[config.mk]
export PLATFORM = sky130hd
export DESIGN_NAME = dbl_host
export DESIGN_NICKNAME = d
export VERILOG_FILES = /design/src/dbl_pkg.sv /design/src/dbl_host.sv /design/src/dbl_timer.sv
export SDC_FILE = /design/constraint.sdc
export NUM_CORES = 1
export LEC_CHECK = 0
export BUFFER_PORTS_ARGS = -buffer_cell sky130_fd_sc_hd__buf_2
export CAP_MARGIN = 40
export CORE_AREA = 3 3 74 76
export DETAILED_ROUTE_END_ITERATION = 7
export DIE_AREA = 0 0 77 79
export GPL_TIMING_DRIVEN = 0
export PLACE_DENSITY = 0.79
export SLEW_MARGIN = 20
export SYNTH_ARGS = -nofsm -noshare
export SYNTH_HDL_FRONTEND = slang
export SYNTH_SLANG_ARGS = --single-unit
[constraint.sdc]
create_clock -name mclk_in -period 2.7 [get_ports mclk_in]
set_input_delay 0.54 -clock mclk_in [delete_from_list [all_inputs] [get_ports mclk_in]]
set_output_delay 0.54 -clock mclk_in [all_outputs]
set_load 0.03 [all_outputs]
[src/dbl_pkg.sv]
// Package of constants and types for the dual converter byte-load host controller
package dbl_pkg;

	// ----------------------------------------
	// Clock and timing
	// ----------------------------------------
	localparam int CLK_MHZ                = 20;
	localparam int SETUP_NS               = 50;
	localparam int WR_PULSE_NS            = 100;
	localparam int HOLD_NS                = 50;
	localparam int GAP_NS                 = 50;
	localparam int MIN_UPDATE_PULSE_WIDTH = 100;

	localparam int SETUP_CYC  = ((SETUP_NS * CLK_MHZ + 999) / 1000 < 1) ? 1 : (SETUP_NS * CLK_MHZ + 999) / 1000;
	localparam int WR_CYC     = ((WR_PULSE_NS * CLK_MHZ + 999) / 1000 < 1) ? 1 : (WR_PULSE_NS * CLK_MHZ + 999) / 1000;
	localparam int HOLD_CYC   = ((HOLD_NS * CLK_MHZ + 999) / 1000 < 1) ? 1 : (HOLD_NS * CLK_MHZ + 999) / 1000;
	localparam int GAP_CYC    = ((GAP_NS * CLK_MHZ + 999) / 1000 < 1) ? 1 : (GAP_NS * CLK_MHZ + 999) / 1000;
	localparam int UPDATE_CYC = ((MIN_UPDATE_PULSE_WIDTH * CLK_MHZ + 999) / 1000 < 1) ? 1
	                            : (MIN_UPDATE_PULSE_WIDTH * CLK_MHZ + 999) / 1000;

	// ----------------------------------------
	// Widths, codes and reset values
	// ----------------------------------------
	localparam int TMR_W  = 8;
	localparam int CODE_W = 12;
	localparam int DATA_W = 8;

	localparam logic [CODE_W-1:0] BIPOLAR_FLIP = 12'h800;
	localparam logic [CODE_W-1:0] CODE_RST     = 12'h000;
	localparam logic [DATA_W-1:0] DATA_RST     = 8'h00;
	localparam logic [3:0]        HIGH_PAD     = 4'h0;

	// Part index: bit 1 = channel B, bit 0 = high part
	localparam logic [1:0] PART_A_LOW  = 2'h0;
	localparam logic [1:0] PART_A_HIGH = 2'h1;
	localparam logic [1:0] PART_B_LOW  = 2'h2;
	localparam logic [1:0] PART_B_HIGH = 2'h3;

	// ----------------------------------------
	// State machine
	// ----------------------------------------
	typedef enum logic [2:0]
	{
		DBL_IDLE   = 3'h4,
		DBL_SETUP  = 3'h1,
		DBL_STROBE = 3'h3,
		DBL_HOLD   = 3'h2,
		DBL_GAP    = 3'h0,
		DBL_UPDATE = 3'h6
	} dbl_state_e;

endpackage

[src/dbl_host.sv]
// Host controller that loads a dual 12-bit byte-wide converter and strobes its update
module dbl_host
(
	// Clock and reset
	input  wire logic                            mclk_in,
	input  wire logic                            nrst_in,
	// Request
	input  wire logic                            req_valid_in,
	input  wire logic                            req_write_a_in,
	input  wire logic                            req_write_b_in,
	input  wire logic                            req_update_in,
	input  wire logic                            req_bipolar_in,
	input  wire logic [dbl_pkg::CODE_W-1:0]      req_code_a_in,
	input  wire logic [dbl_pkg::CODE_W-1:0]      req_code_b_in,
	output logic                                 req_ready_out,
	output logic                                 req_done_out,
	// Converter pins
	output logic                                 chip_sel_n_out,
	output logic                                 write_n_out,
	output logic                                 latch_sel_high_out,
	output logic                                 latch_sel_low_out,
	output logic [dbl_pkg::DATA_W-1:0]           data_out,
	output logic                                 output_update_strobe_n_out
);
	import dbl_pkg::*;

	// ----------------------------------------
	// State
	// ----------------------------------------
	typedef struct packed
	{
		dbl_state_e          st;
		logic [3:0]          mask;
		logic [1:0]          part;
		logic [CODE_W-1:0]   code_a;
		logic [CODE_W-1:0]   code_b;
		logic                upd;
		logic                ready;
		logic                done;
		logic                cs_n;
		logic                wr_n;
		logic                sel_high;
		logic                sel_low;
		logic [DATA_W-1:0]   data;
		logic                upd_n;
	} dbl_host_s;

	dbl_host_s r;
	dbl_host_s next_r;

	logic              tmr_load;
	logic [TMR_W-1:0]  tmr_value;
	logic              tmr_zero;

	// ----------------------------------------
	// Helpers
	// ----------------------------------------
	// Lowest pending part: {found, index}
	function automatic logic [2:0] first_part(input logic [3:0] mask);
		logic [2:0] res;
		res = 3'h0;
		if (mask[0])
			res = {1'b1, PART_A_LOW};
		else if (mask[1])
			res = {1'b1, PART_A_HIGH};
		else if (mask[2])
			res = {1'b1, PART_B_LOW};
		else if (mask[3])
			res = {1'b1, PART_B_HIGH};
		return res;
	endfunction

	// Byte for a part, right-justified
	function automatic logic [DATA_W-1:0] part_byte(input logic [1:0] part,
	                                                input logic [CODE_W-1:0] ca,
	                                                input logic [CODE_W-1:0] cb);
		logic [CODE_W-1:0] c;
		c = part[1] ? cb : ca;
		if (part[0])
			return {HIGH_PAD, c[CODE_W-1:DATA_W]};
		return c[DATA_W-1:0];
	endfunction

	// ----------------------------------------
	// Phase timer
	// ----------------------------------------
	dbl_timer #(.W(TMR_W)) u_timer
	(
		.mclk_in  (mclk_in),
		.nrst_in  (nrst_in),
		.load_in  (tmr_load),
		.value_in (tmr_value),
		.zero_out (tmr_zero)
	);

	// ----------------------------------------
	// Sequencer
	// ----------------------------------------
	always_comb
	begin
		logic [2:0] nxt;
		logic [3:0] rest;
		nxt       = 3'h0;
		rest      = 4'h0;
		next_r    = r;
		tmr_load  = 1'b0;
		tmr_value = '0;
		next_r.done = 1'b0;
		case (r.st)
			DBL_IDLE:
			begin
				if (req_valid_in)
				begin
					next_r.ready  = 1'b0;
					next_r.mask   = {req_write_b_in, req_write_b_in, req_write_a_in, req_write_a_in};
					next_r.code_a = req_bipolar_in ? (req_code_a_in ^ BIPOLAR_FLIP) : req_code_a_in;
					next_r.code_b = req_bipolar_in ? (req_code_b_in ^ BIPOLAR_FLIP) : req_code_b_in;
					next_r.upd    = req_update_in;
					next_r.st     = DBL_GAP;
					tmr_load      = 1'b1;
					tmr_value     = TMR_W'(0);
				end
			end
			DBL_SETUP:
			begin
				if (tmr_zero)
				begin
					next_r.wr_n = 1'b0;
					next_r.st   = DBL_STROBE;
					tmr_load    = 1'b1;
					tmr_value   = TMR_W'(WR_CYC - 1);
				end
			end
			DBL_STROBE:
			begin
				if (tmr_zero)
				begin
					next_r.wr_n = 1'b1;
					next_r.st   = DBL_HOLD;
					tmr_load    = 1'b1;
					tmr_value   = TMR_W'(HOLD_CYC - 1);
				end
			end
			DBL_HOLD:
			begin
				if (tmr_zero)
				begin
					rest           = r.mask;
					rest[r.part]   = 1'b0;
					next_r.mask    = rest;
					next_r.cs_n    = 1'b1;
					next_r.st      = DBL_GAP;
					tmr_load       = 1'b1;
					tmr_value      = TMR_W'(GAP_CYC - 1);
				end
			end
			DBL_GAP:
			begin
				if (tmr_zero)
				begin
					nxt = first_part(r.mask);
					if (nxt[2])
					begin
						// Low part before high part, A before B
						next_r.part     = nxt[1:0];
						next_r.sel_high = nxt[1];
						next_r.sel_low  = nxt[0];
						next_r.data     = part_byte(nxt[1:0], r.code_a, r.code_b);
						next_r.cs_n     = 1'b0;
						next_r.st       = DBL_SETUP;
						tmr_load        = 1'b1;
						tmr_value       = TMR_W'(SETUP_CYC - 1);
					end
					else if (r.upd)
					begin
						// Strobe only once select and write are high
						next_r.upd_n = 1'b0;
						next_r.st    = DBL_UPDATE;
						tmr_load     = 1'b1;
						tmr_value    = TMR_W'(UPDATE_CYC - 1);
					end
					else
					begin
						next_r.ready = 1'b1;
						next_r.done  = 1'b1;
						next_r.st    = DBL_IDLE;
					end
				end
			end
			DBL_UPDATE:
			begin
				if (tmr_zero)
				begin
					next_r.upd_n = 1'b1;
					next_r.upd   = 1'b0;
					next_r.st    = DBL_GAP;
					tmr_load     = 1'b1;
					tmr_value    = TMR_W'(GAP_CYC - 1);
				end
			end
			default:
			begin
				next_r.st = DBL_IDLE;
			end
		endcase
	end

	always_ff @(posedge mclk_in or negedge nrst_in)
	begin
		if (!nrst_in)
		begin
			r          <= '0;
			r.st       <= DBL_IDLE;
			r.code_a   <= CODE_RST;
			r.code_b   <= CODE_RST;
			r.data     <= DATA_RST;
			r.ready    <= 1'b1;
			r.cs_n     <= 1'b1;
			r.wr_n     <= 1'b1;
			r.upd_n    <= 1'b1;
		end
		else
		begin
			r <= next_r;
		end
	end

	// ----------------------------------------
	// Outputs
	// ----------------------------------------
	assign req_ready_out              = r.ready;
	assign req_done_out               = r.done;
	assign chip_sel_n_out             = r.cs_n;
	assign write_n_out                = r.wr_n;
	assign latch_sel_high_out         = r.sel_high;
	assign latch_sel_low_out          = r.sel_low;
	assign data_out                   = r.data;
	assign output_update_strobe_n_out = r.upd_n;

endmodule

[src/dbl_timer.sv]
// Loadable down counter that times each phase of a bus cycle
module dbl_timer
#(
	parameter int W = 8
)
(
	// Clock and reset
	input  wire logic         mclk_in,
	input  wire logic         nrst_in,
	// Load
	input  wire logic         load_in,
	input  wire logic [W-1:0] value_in,
	// Status
	output logic              zero_out
);

	typedef struct packed
	{
		logic [W-1:0] count;
	} dbl_tmr_s;

	dbl_tmr_s r;
	dbl_tmr_s next_r;

	always_comb
	begin
		next_r = r;
		if (load_in)
			next_r.count = value_in;
		else if (r.count != '0)
			next_r.count = r.count - 1'b1;
	end

	always_ff @(posedge mclk_in or negedge nrst_in)
	begin
		if (!nrst_in)
			r <= '0;
		else
			r <= next_r;
	end

	assign zero_out = (r.count == '0);

endmodule
* Word-level counts from Yosys, hierarchy flattened
Index checks and enable logic that the tools add are counted.
** Cells by class
- Add/sub/neg operators :: 1
- Multiply operators :: 0
- Div/mod/pow operators :: 0
- $lt $le $gt $ge :: 2
- Eq/ne operators :: 15
- Shift operators :: 0
- Muxes and demuxes :: 56
- Bitwise operators :: 4
- Reduce and logical (&&, ||, !) cells :: 21
** Operators with widths (count)
- $mux 12 :: 3
- $mux 3 :: 12
- $mux 8 :: 4
- $mux 1 :: 21
- $ne 2x2->1 const B :: 10
- $pmux 3 s6 :: 1
- $mux 7 :: 2
- $reduce_bool 2->1 :: 7
- $pmux 1 s2 :: 6
- $reduce_and 3->1 :: 4
- $reduce_and 5->1 :: 2
- $logic_not 8->1 :: 1
- $mux 2 :: 4
- $pmux 4 s2 :: 1
- $reduce_bool 8->1 :: 1
- $sub 8x1->8 const B :: 1
- $eq 3x2->1 const B :: 2
- $eq 3x3->1 const B :: 2
- $reduce_and 6->1 :: 1
- $and 4x4->4 :: 1
- $not 4->4 :: 1
- $reduce_and 4->1 :: 1
- $reduce_or 4->1 :: 1
- $eq 3x1->1 const B :: 1
- 8 further kinds :: 9
** Storage, ports and cells
- Flip-flop bits (word level) :: 57
- Bits in latches :: 0
- RAM bits :: 0
- Memory bits (read-only) :: 0
- Input bits :: 31
- Output and inout bits :: 15
- Word-level logic and storage cells :: 114
- Memories kept :: 0

* Longest topological paths before layout
Gate-level depths: netlist of run 1.
- Depth after elaboration :: 11
- Depth in mapped cells :: 7
- Gate-level depth less buffers :: 6

* By module
Synthesis of run 1 repeated with hierarchy kept, for this count alone.
** Second synthesis, totals
- Cell total of the unflattened synthesis :: 261
- Area, all modules :: 2775.2 um^2
** Modules (own cells, without submodules)
- dbl_host :: instances 1, cells each 207, area an instance 2287.2 um^2, sequential area each 1182.4 um^2
- dbl_timer :: instances 1, cells each 54, area an instance 488.0 um^2, sequential area each 200.2 um^2

* Least setup slack after synthesis of run 1
OpenSTA, ideal clock, no wires.
- Path kind :: register -> register
- Start point :: register u_timer.r[0] (netlist name)
- End point :: register r (netlist bit data_out[0])
- Setup time :: 0.118 ns
- Arrival time :: 1.898 ns
- Required time :: 2.582 ns
- Path slack :: 0.684 ns
- Cell stages (with the launch flop) :: 8
- Path buffers :: 1
- Clock period less this slack :: 2.016 ns
- Path through :: dfrtp_1 > inv_1 > ha_1 > nor4b_4 > nand3_2 > or4_1 > buf_6 > a21o_1
** Between the ends
- Longest elaborated chain between the ends :: 2
** Ends and longest elaborated chain
- from (decl) :: line dbl_timer.sv:22 : dbl_tmr_s r;
- from (signal assigned) :: line dbl_timer.sv:39 : r <= next_r;
- $logic_not 8->1 :: line dbl_timer.sv:42 : assign zero_out = (r.count == '0);
- $reduce_and 3->1 (no line)
- to (signal assigned) :: line dbl_host.sv:224 : r <= next_r;
- to (decl) :: line dbl_host.sv:48 : dbl_host_s r;
No other way between the ends.
A chain may end at the register's enable or synchronous reset.

* Final worst setup path of run 1
- Start point :: register u_timer.r[0] (netlist name)
- End point :: register r (netlist bit data_out[1])
The elaborated chain is that of the path after synthesis.

==> impl_metrics.ini, run 1 <==
[detailed_routing]
ant_nets = 0
drtPass1Iterations = 4
remaining_drc_errors = 0
first_iter_violations = 203
viasPerCell = 5.41
dr_total_vias = 2301
wire_per_inst_um = 13.7
drt_wl_total_um = 5840

[synth]
syn-num-nets = 337
synth-edff-count = 0
synth-async-reset-ratio_pct = 100
yosys_warnings = 0
yosysSeqAreaShare_pct = 51.0
mappedNetlistArea_mm2 = 0.00271
ys.flop_type = dfrtp_1
yosysUniqueCellTypes = 49
syn_inst = 305
postSynthAreaPerCell_um2 = 8.89
ys_seq_elements = 55

[clocking]
cts_tree = yes
cts_sinks = 55
h-tree-depth = 2
cts_made_buffers = 5
clock_latency_ps = 320
clockBufferDepth = 2
hold_buffers = 0
cts_resized = 0
cts.clk_slew.worst_paths_ps = 110
post-cts-setup-buffers = 0
root_buffer = clkbuf_8

[global_route]
grtUsageMet1_pct = 26.2
gr-max-usage-layer = met2
antenna_found_initial = 0
gr-usage-all-layers_pct = 20.9
use_met2_pct = 37.3
overflow = 0
grt_use_met3_pct = 3.63
grt_pass1_vias = 2272
grt_max_degree = 56
grt_first_pass_wirelength_um = 10400

[setup_path]
crit_arrival_ps = 2600
crit_path_end_kind = flip-flop
r2r-start = u_timer.r[0]
required_ps = 2970
start_kind = flip-flop
crit_fanout = 10
criticalPathCategory = flip-flop to flip-flop
ff2ff_setup_slack_ps = 370
r2r-end = data_out[1]
worstRegToRegCells = 7

[sta]
finalCritPeriodShare_pct = 86.3
slew_headroom_pct = 46.1
setup_violations = 0
rsz0062_at_grt = no
fmax_ghz = 0.429
fin_skew_ps = 13.1
tightest_slew_ps = 801
min_period_ps = 2330
hold_ws_ps = 251
slew_violations = 0
setup_ws_ps = 371
hold_viol = 0
fin_tns_setup_ps = 0

[floorplan]
initial_core_util_pct = 56.6
ios = 46
die_h_um = 79
die_area_mm2 = 0.00608
core-area_mm2 = 0.00479
rows = 25
die_x_um = 77

[run_status]
outcome = completed

[power_and_ir_drop]
power_w = 0.00358
peakVddDrop_v = 0.000516
leakage_nw = 1.52
p_per_area_mw_per_mm2 = 1140

[layout]
layout-drive-gt1-share_pct = 21.2
final_core_util_pct = 65.5
final_cell_mix = nand2_1, dfrtp_1, buf_2
diodes = 0
final_common_cell = nand2_1
fillers = 417
nNetsFinal = 389
syn2layout_area_growth_pct = 15.7

[flow_run]
cap_violations = 0

[placed_design]
gp_congestion = 0.920
dp_slack_ps = 384
port_buffers = 45
hpwl_um = 4280

[min_path]
hold_path_class = input port to async pin
power breakdown:
group	internal, W	switching (W)	leakage, nW
Sequential	0.00119	0.000262	0.682
Combinational	0.000617	0.000953	0.782
Clock	0.000280	0.000280	0.0548
Total	0.00209	0.00150	1.52
area by class of cell:
cell class	instances	area, µm²	share of cell area, %
plain buffers	25	135	4.31
clock buffers	5	68.8	2.19
flip-flops and latches	55	1380	44.1
clock inverters	3	46.3	1.48
repair buffers	45	228	7.26
multi-input cells	217	1160	37.1
well taps	67	83.8	2.67
inverters	8	30.0	0.957
Yosys cell counts, drive strengths merged (3+ instances only):
library cell / count / area share [%]
nor3: 5 / 0.92
a21o: 3 / 0.83
nand2: 86 / 12
o31ai: 5 / 1.4
o221ai: 3 / 0.97
nor2b: 4 / 0.92
o22ai: 3 / 0.69
dfstp: 5 / 4.8
nand2b: 4 / 0.92
nor4: 4 / 0.92
o21ai: 25 / 4.6
a21boi: 4 / 1.1
nor2: 15 / 2.1
buf: 14 / 3.4
inv: 8 / 1.1
and3: 5 / 1.2
a21oi: 13 / 2.4
or4: 4 / 1.2
dfrtp: 50 / 46
clkbuf: 11 / 1.6
nand3: 3 / 0.74
cells by family (layout without fill, tap and decap cells):
family | count (synthesis) | after routing | share of synthesized area, %
AND/OR/NAND/NOR | 142 | 142 | 24.7
adder cells (fa/ha/maj) | 1 | 1 | 0.462
XOR/XNOR | 2 | 2 | 0.646
flip-flops | 55 | 55 | 51.0
AO/OA/AOI/OAI | 69 | 69 | 15.9
multiplexers | 3 | 3 | 1.15
buffers and inverters | 33 | 86 | 6.09
stage by stage:
stage,std cells,area [µm²]
after floorplan,305,2710
after global placement,417,3020
after detailed placement,417,3020
after CTS,425,3140
after global routing,425,3140
final,425,3140
how the worst max path moves through the flow:
stage | start | end | slack (ps) | cells after the start
6_report | u_timer.r[0] | data_out[1] | 370 | 7
5_1_grt | u_timer.r[0] | data_out[1] | 80 | 7
4_1_cts | u_timer.r[0] | data_out[1] | 340 | 7
3_5_place_dp | u_timer.r[0] | data_out[1] | 380 | 7
3_3_place_gp | u_timer.r[0] | data_out[1] | 440 | 7
2_1_floorplan | u_timer.r[0] | data_out[0] | 680 | 7
critical path: stages (launching register included):
cell and delay [ps]:
dfrtp_1 410, inv_1 90, ha_1 220, nor4b_4 430, nand4_1 210, clkbuf_1 270
a2111oi_0 510, a21o_1 130
routing by layer:
metal | routed length, µm | up-vias
met2 | 2920 | 64
met3 | 299 | 8
li1 | - | 1147
met5 | 0 | -
met4 | 74 | 0
met1 | 2550 | 1082
sequential cells by signal, indices dropped and copies added, names as in the netlist:
register                    flops
r                              34
data_out                        8
req_ready_out                   1
output_update_strobe_n_out      1
write_n_out                     1
chip_sel_n_out                  1
u_timer.r                       8
req_done_out                    1
No activity file was read; power rests on OpenSTA's default activity.
==> inputs of run 2 (changes only) <==
PLACE_DENSITY = not set   (was 0.79)
PLACE_DENSITY_LB_ADDON = 0.2   (was not set)
SKIP_LAST_GASP = 1   (was not set)
==> impl_metrics.ini, run 2 (synthesis gave the netlist of run 1 again) <==
[run_status]
outcome = completed

[setup_path]
criticalPathCategory = flip-flop to flip-flop
slowest_delay_ps = 480
crit_fanout = 10
crit_arrival_ps = 2550
crit_chain = inv_1 > ha_1 > nor4b_4 > nand3_2 > or4_1 > buf_6 > a21o_1
start_kind = flip-flop
crit_family = simple AND/OR/NAND/NOR gates
required_ps = 2920
crit_buf_inv = 2
cpMaxStageDelayCell = or4_1
crit_path_end_kind = flip-flop

[clocking]
clockBufferDepth = 2
cts_made_buffers = 5
root_buffer = clkbuf_8
cts.clk_slew.worst_paths_ps = 100
cts_sinks = 55
hold_buffers = 0
cts_resized = 0
h-tree-depth = 2
post-cts-setup-buffers = 0
cts_tree = yes
clock_latency_ps = 320

[global_route]
grt_max_degree = 56
grt_pass1_vias = 2268
gr-usage-all-layers_pct = 20.4
antenna_found_initial = 0
overflow = 0
grt_first_pass_wirelength_um = 9940

[detailed_routing]
remaining_drc_errors = 0
viasPerCell = 5.39
wire_per_inst_um = 13.6
drtPass1Iterations = 4
ant_nets = 0
dr_total_vias = 2290
first_iter_violations = 102
drt_wl_total_um = 5770

[sta]
fin_tns_setup_ps = 0
tightest_slew_ps = 724
setup_ws_ps = 371
slew_headroom_pct = 51.3
hold_ws_ps = 243
setup_violations = 0
slew_violations = 0
rsz0062_at_grt = no
min_period_ps = 2330
finalCritPeriodShare_pct = 86.2
fmax_ghz = 0.429
fin_skew_ps = 9.53
hold_viol = 0

[layout]
diodes = 0
largest_reg_flops = 34
layout-drive-gt1-share_pct = 21.2
design_area_mm2 = 0.00313
regMostFlops = r
final_common_cell = nand2_1
fin_cells = 425
syn2layout_area_growth_pct = 15.7
final_cell_mix = nand2_1, dfrtp_1, buf_2
nNetsFinal = 389

[placed_design]
hpwl_um = 4200
post-place-cells = 417
gp_congestion = 0.855
dp_slack_ps = 391
port_buffers = 45
dpl_cell_area_mm2 = 0.00302

[power_and_ir_drop]
p_clk_share_pct = 15.7
power.switching_w = 0.00148
swShare_pct = 41.5
leakage_nw = 1.52
p_per_area_mw_per_mm2 = 1140
peakVddDrop_v = 0.000551
p_int_w = 0.00208
pwr-share-seq_pct = 40.7
combPwrFrac_pct = 43.6

[floorplan]
ios = 46
die_h_um = 79
die_x_um = 77
rows = 25
initial_core_util_pct = 56.6
die_area_mm2 = 0.00608
core-area_mm2 = 0.00479

[min_path]
hold_path_class = input port to async pin

[flow_run]
cap_violations = 0
==> run 2: routing by layer <==
metal | global-route usage [%] | part of all wire, % | vias to the layer above
li1 | - | - | 1147
met3 | 4.20 | 4.6 | 15
met1 | 25.2 | 43 | 1075
met4 | 9.79 | 2.8 | 0
met2 | 34.3 | 49 | 53
met5 | 0 | 0 | -
==> run 2: power groups by stage <==
| stage | clock network [W] | logic (W) | registers, W |
|---|---|---|---|
| 3_5_place_dp | 0 | 0.00156 | 0.00147 |
| 2_1_floorplan | 0 | 0.00116 | 0.00144 |
| 5_1_grt | 0.000597 | 0.00176 | 0.00150 |
| 4_1_cts | 0.000560 | 0.00156 | 0.00145 |
| 6_report | 0.000558 | 0.00155 | 0.00145 |
| 3_3_place_gp | 0 | 0.00152 | 0.00145 |
==> run 2: layout make-up <==
| type | count | area [µm²] |
|---|---|---|
| Multi-Input combinational cell | 217 | 1160 |
| Tap cell | 67 | 83.8 |
| Timing Repair Buffer | 45 | 228 |
| Clock buffer | 5 | 68.8 |
| Buffer | 25 | 135 |
| Clock inverter | 3 | 43.8 |
| Sequential cell | 55 | 1380 |
| Fill cell | 415 | 1650 |
| Inverter | 8 | 30.0 |
==> run 2: path summary, 6_finish.rpt <==
kind                                   from           to  slack (ps)  depth (start not counted)
setup / recovery               u_timer.r[0]  data_out[0]         370                          7
hold reg to reg                       r[32]        r[32]         480                          2
setup reg to reg               u_timer.r[0]  data_out[0]         370                          7
hold / removal                      nrst_in        r[47]         240                          1
max in group asynchronous           nrst_in        r[27]        1990                          1
min in group mclk_in       req_code_a_in[0]        r[28]         400                          3
==> run 2: metrics by stage <==
| stage | util (%) | power (W) |
|---|---|---|
| floorplan | - | 0.00261 |
| global placement | 63.1 | 0.00297 |
| detailed placement | 63.1 | 0.00302 |
| CTS | 65.5 | 0.00357 |
| global route | 65.5 | 0.00386 |
| finish | 65.5 | 0.00356 |
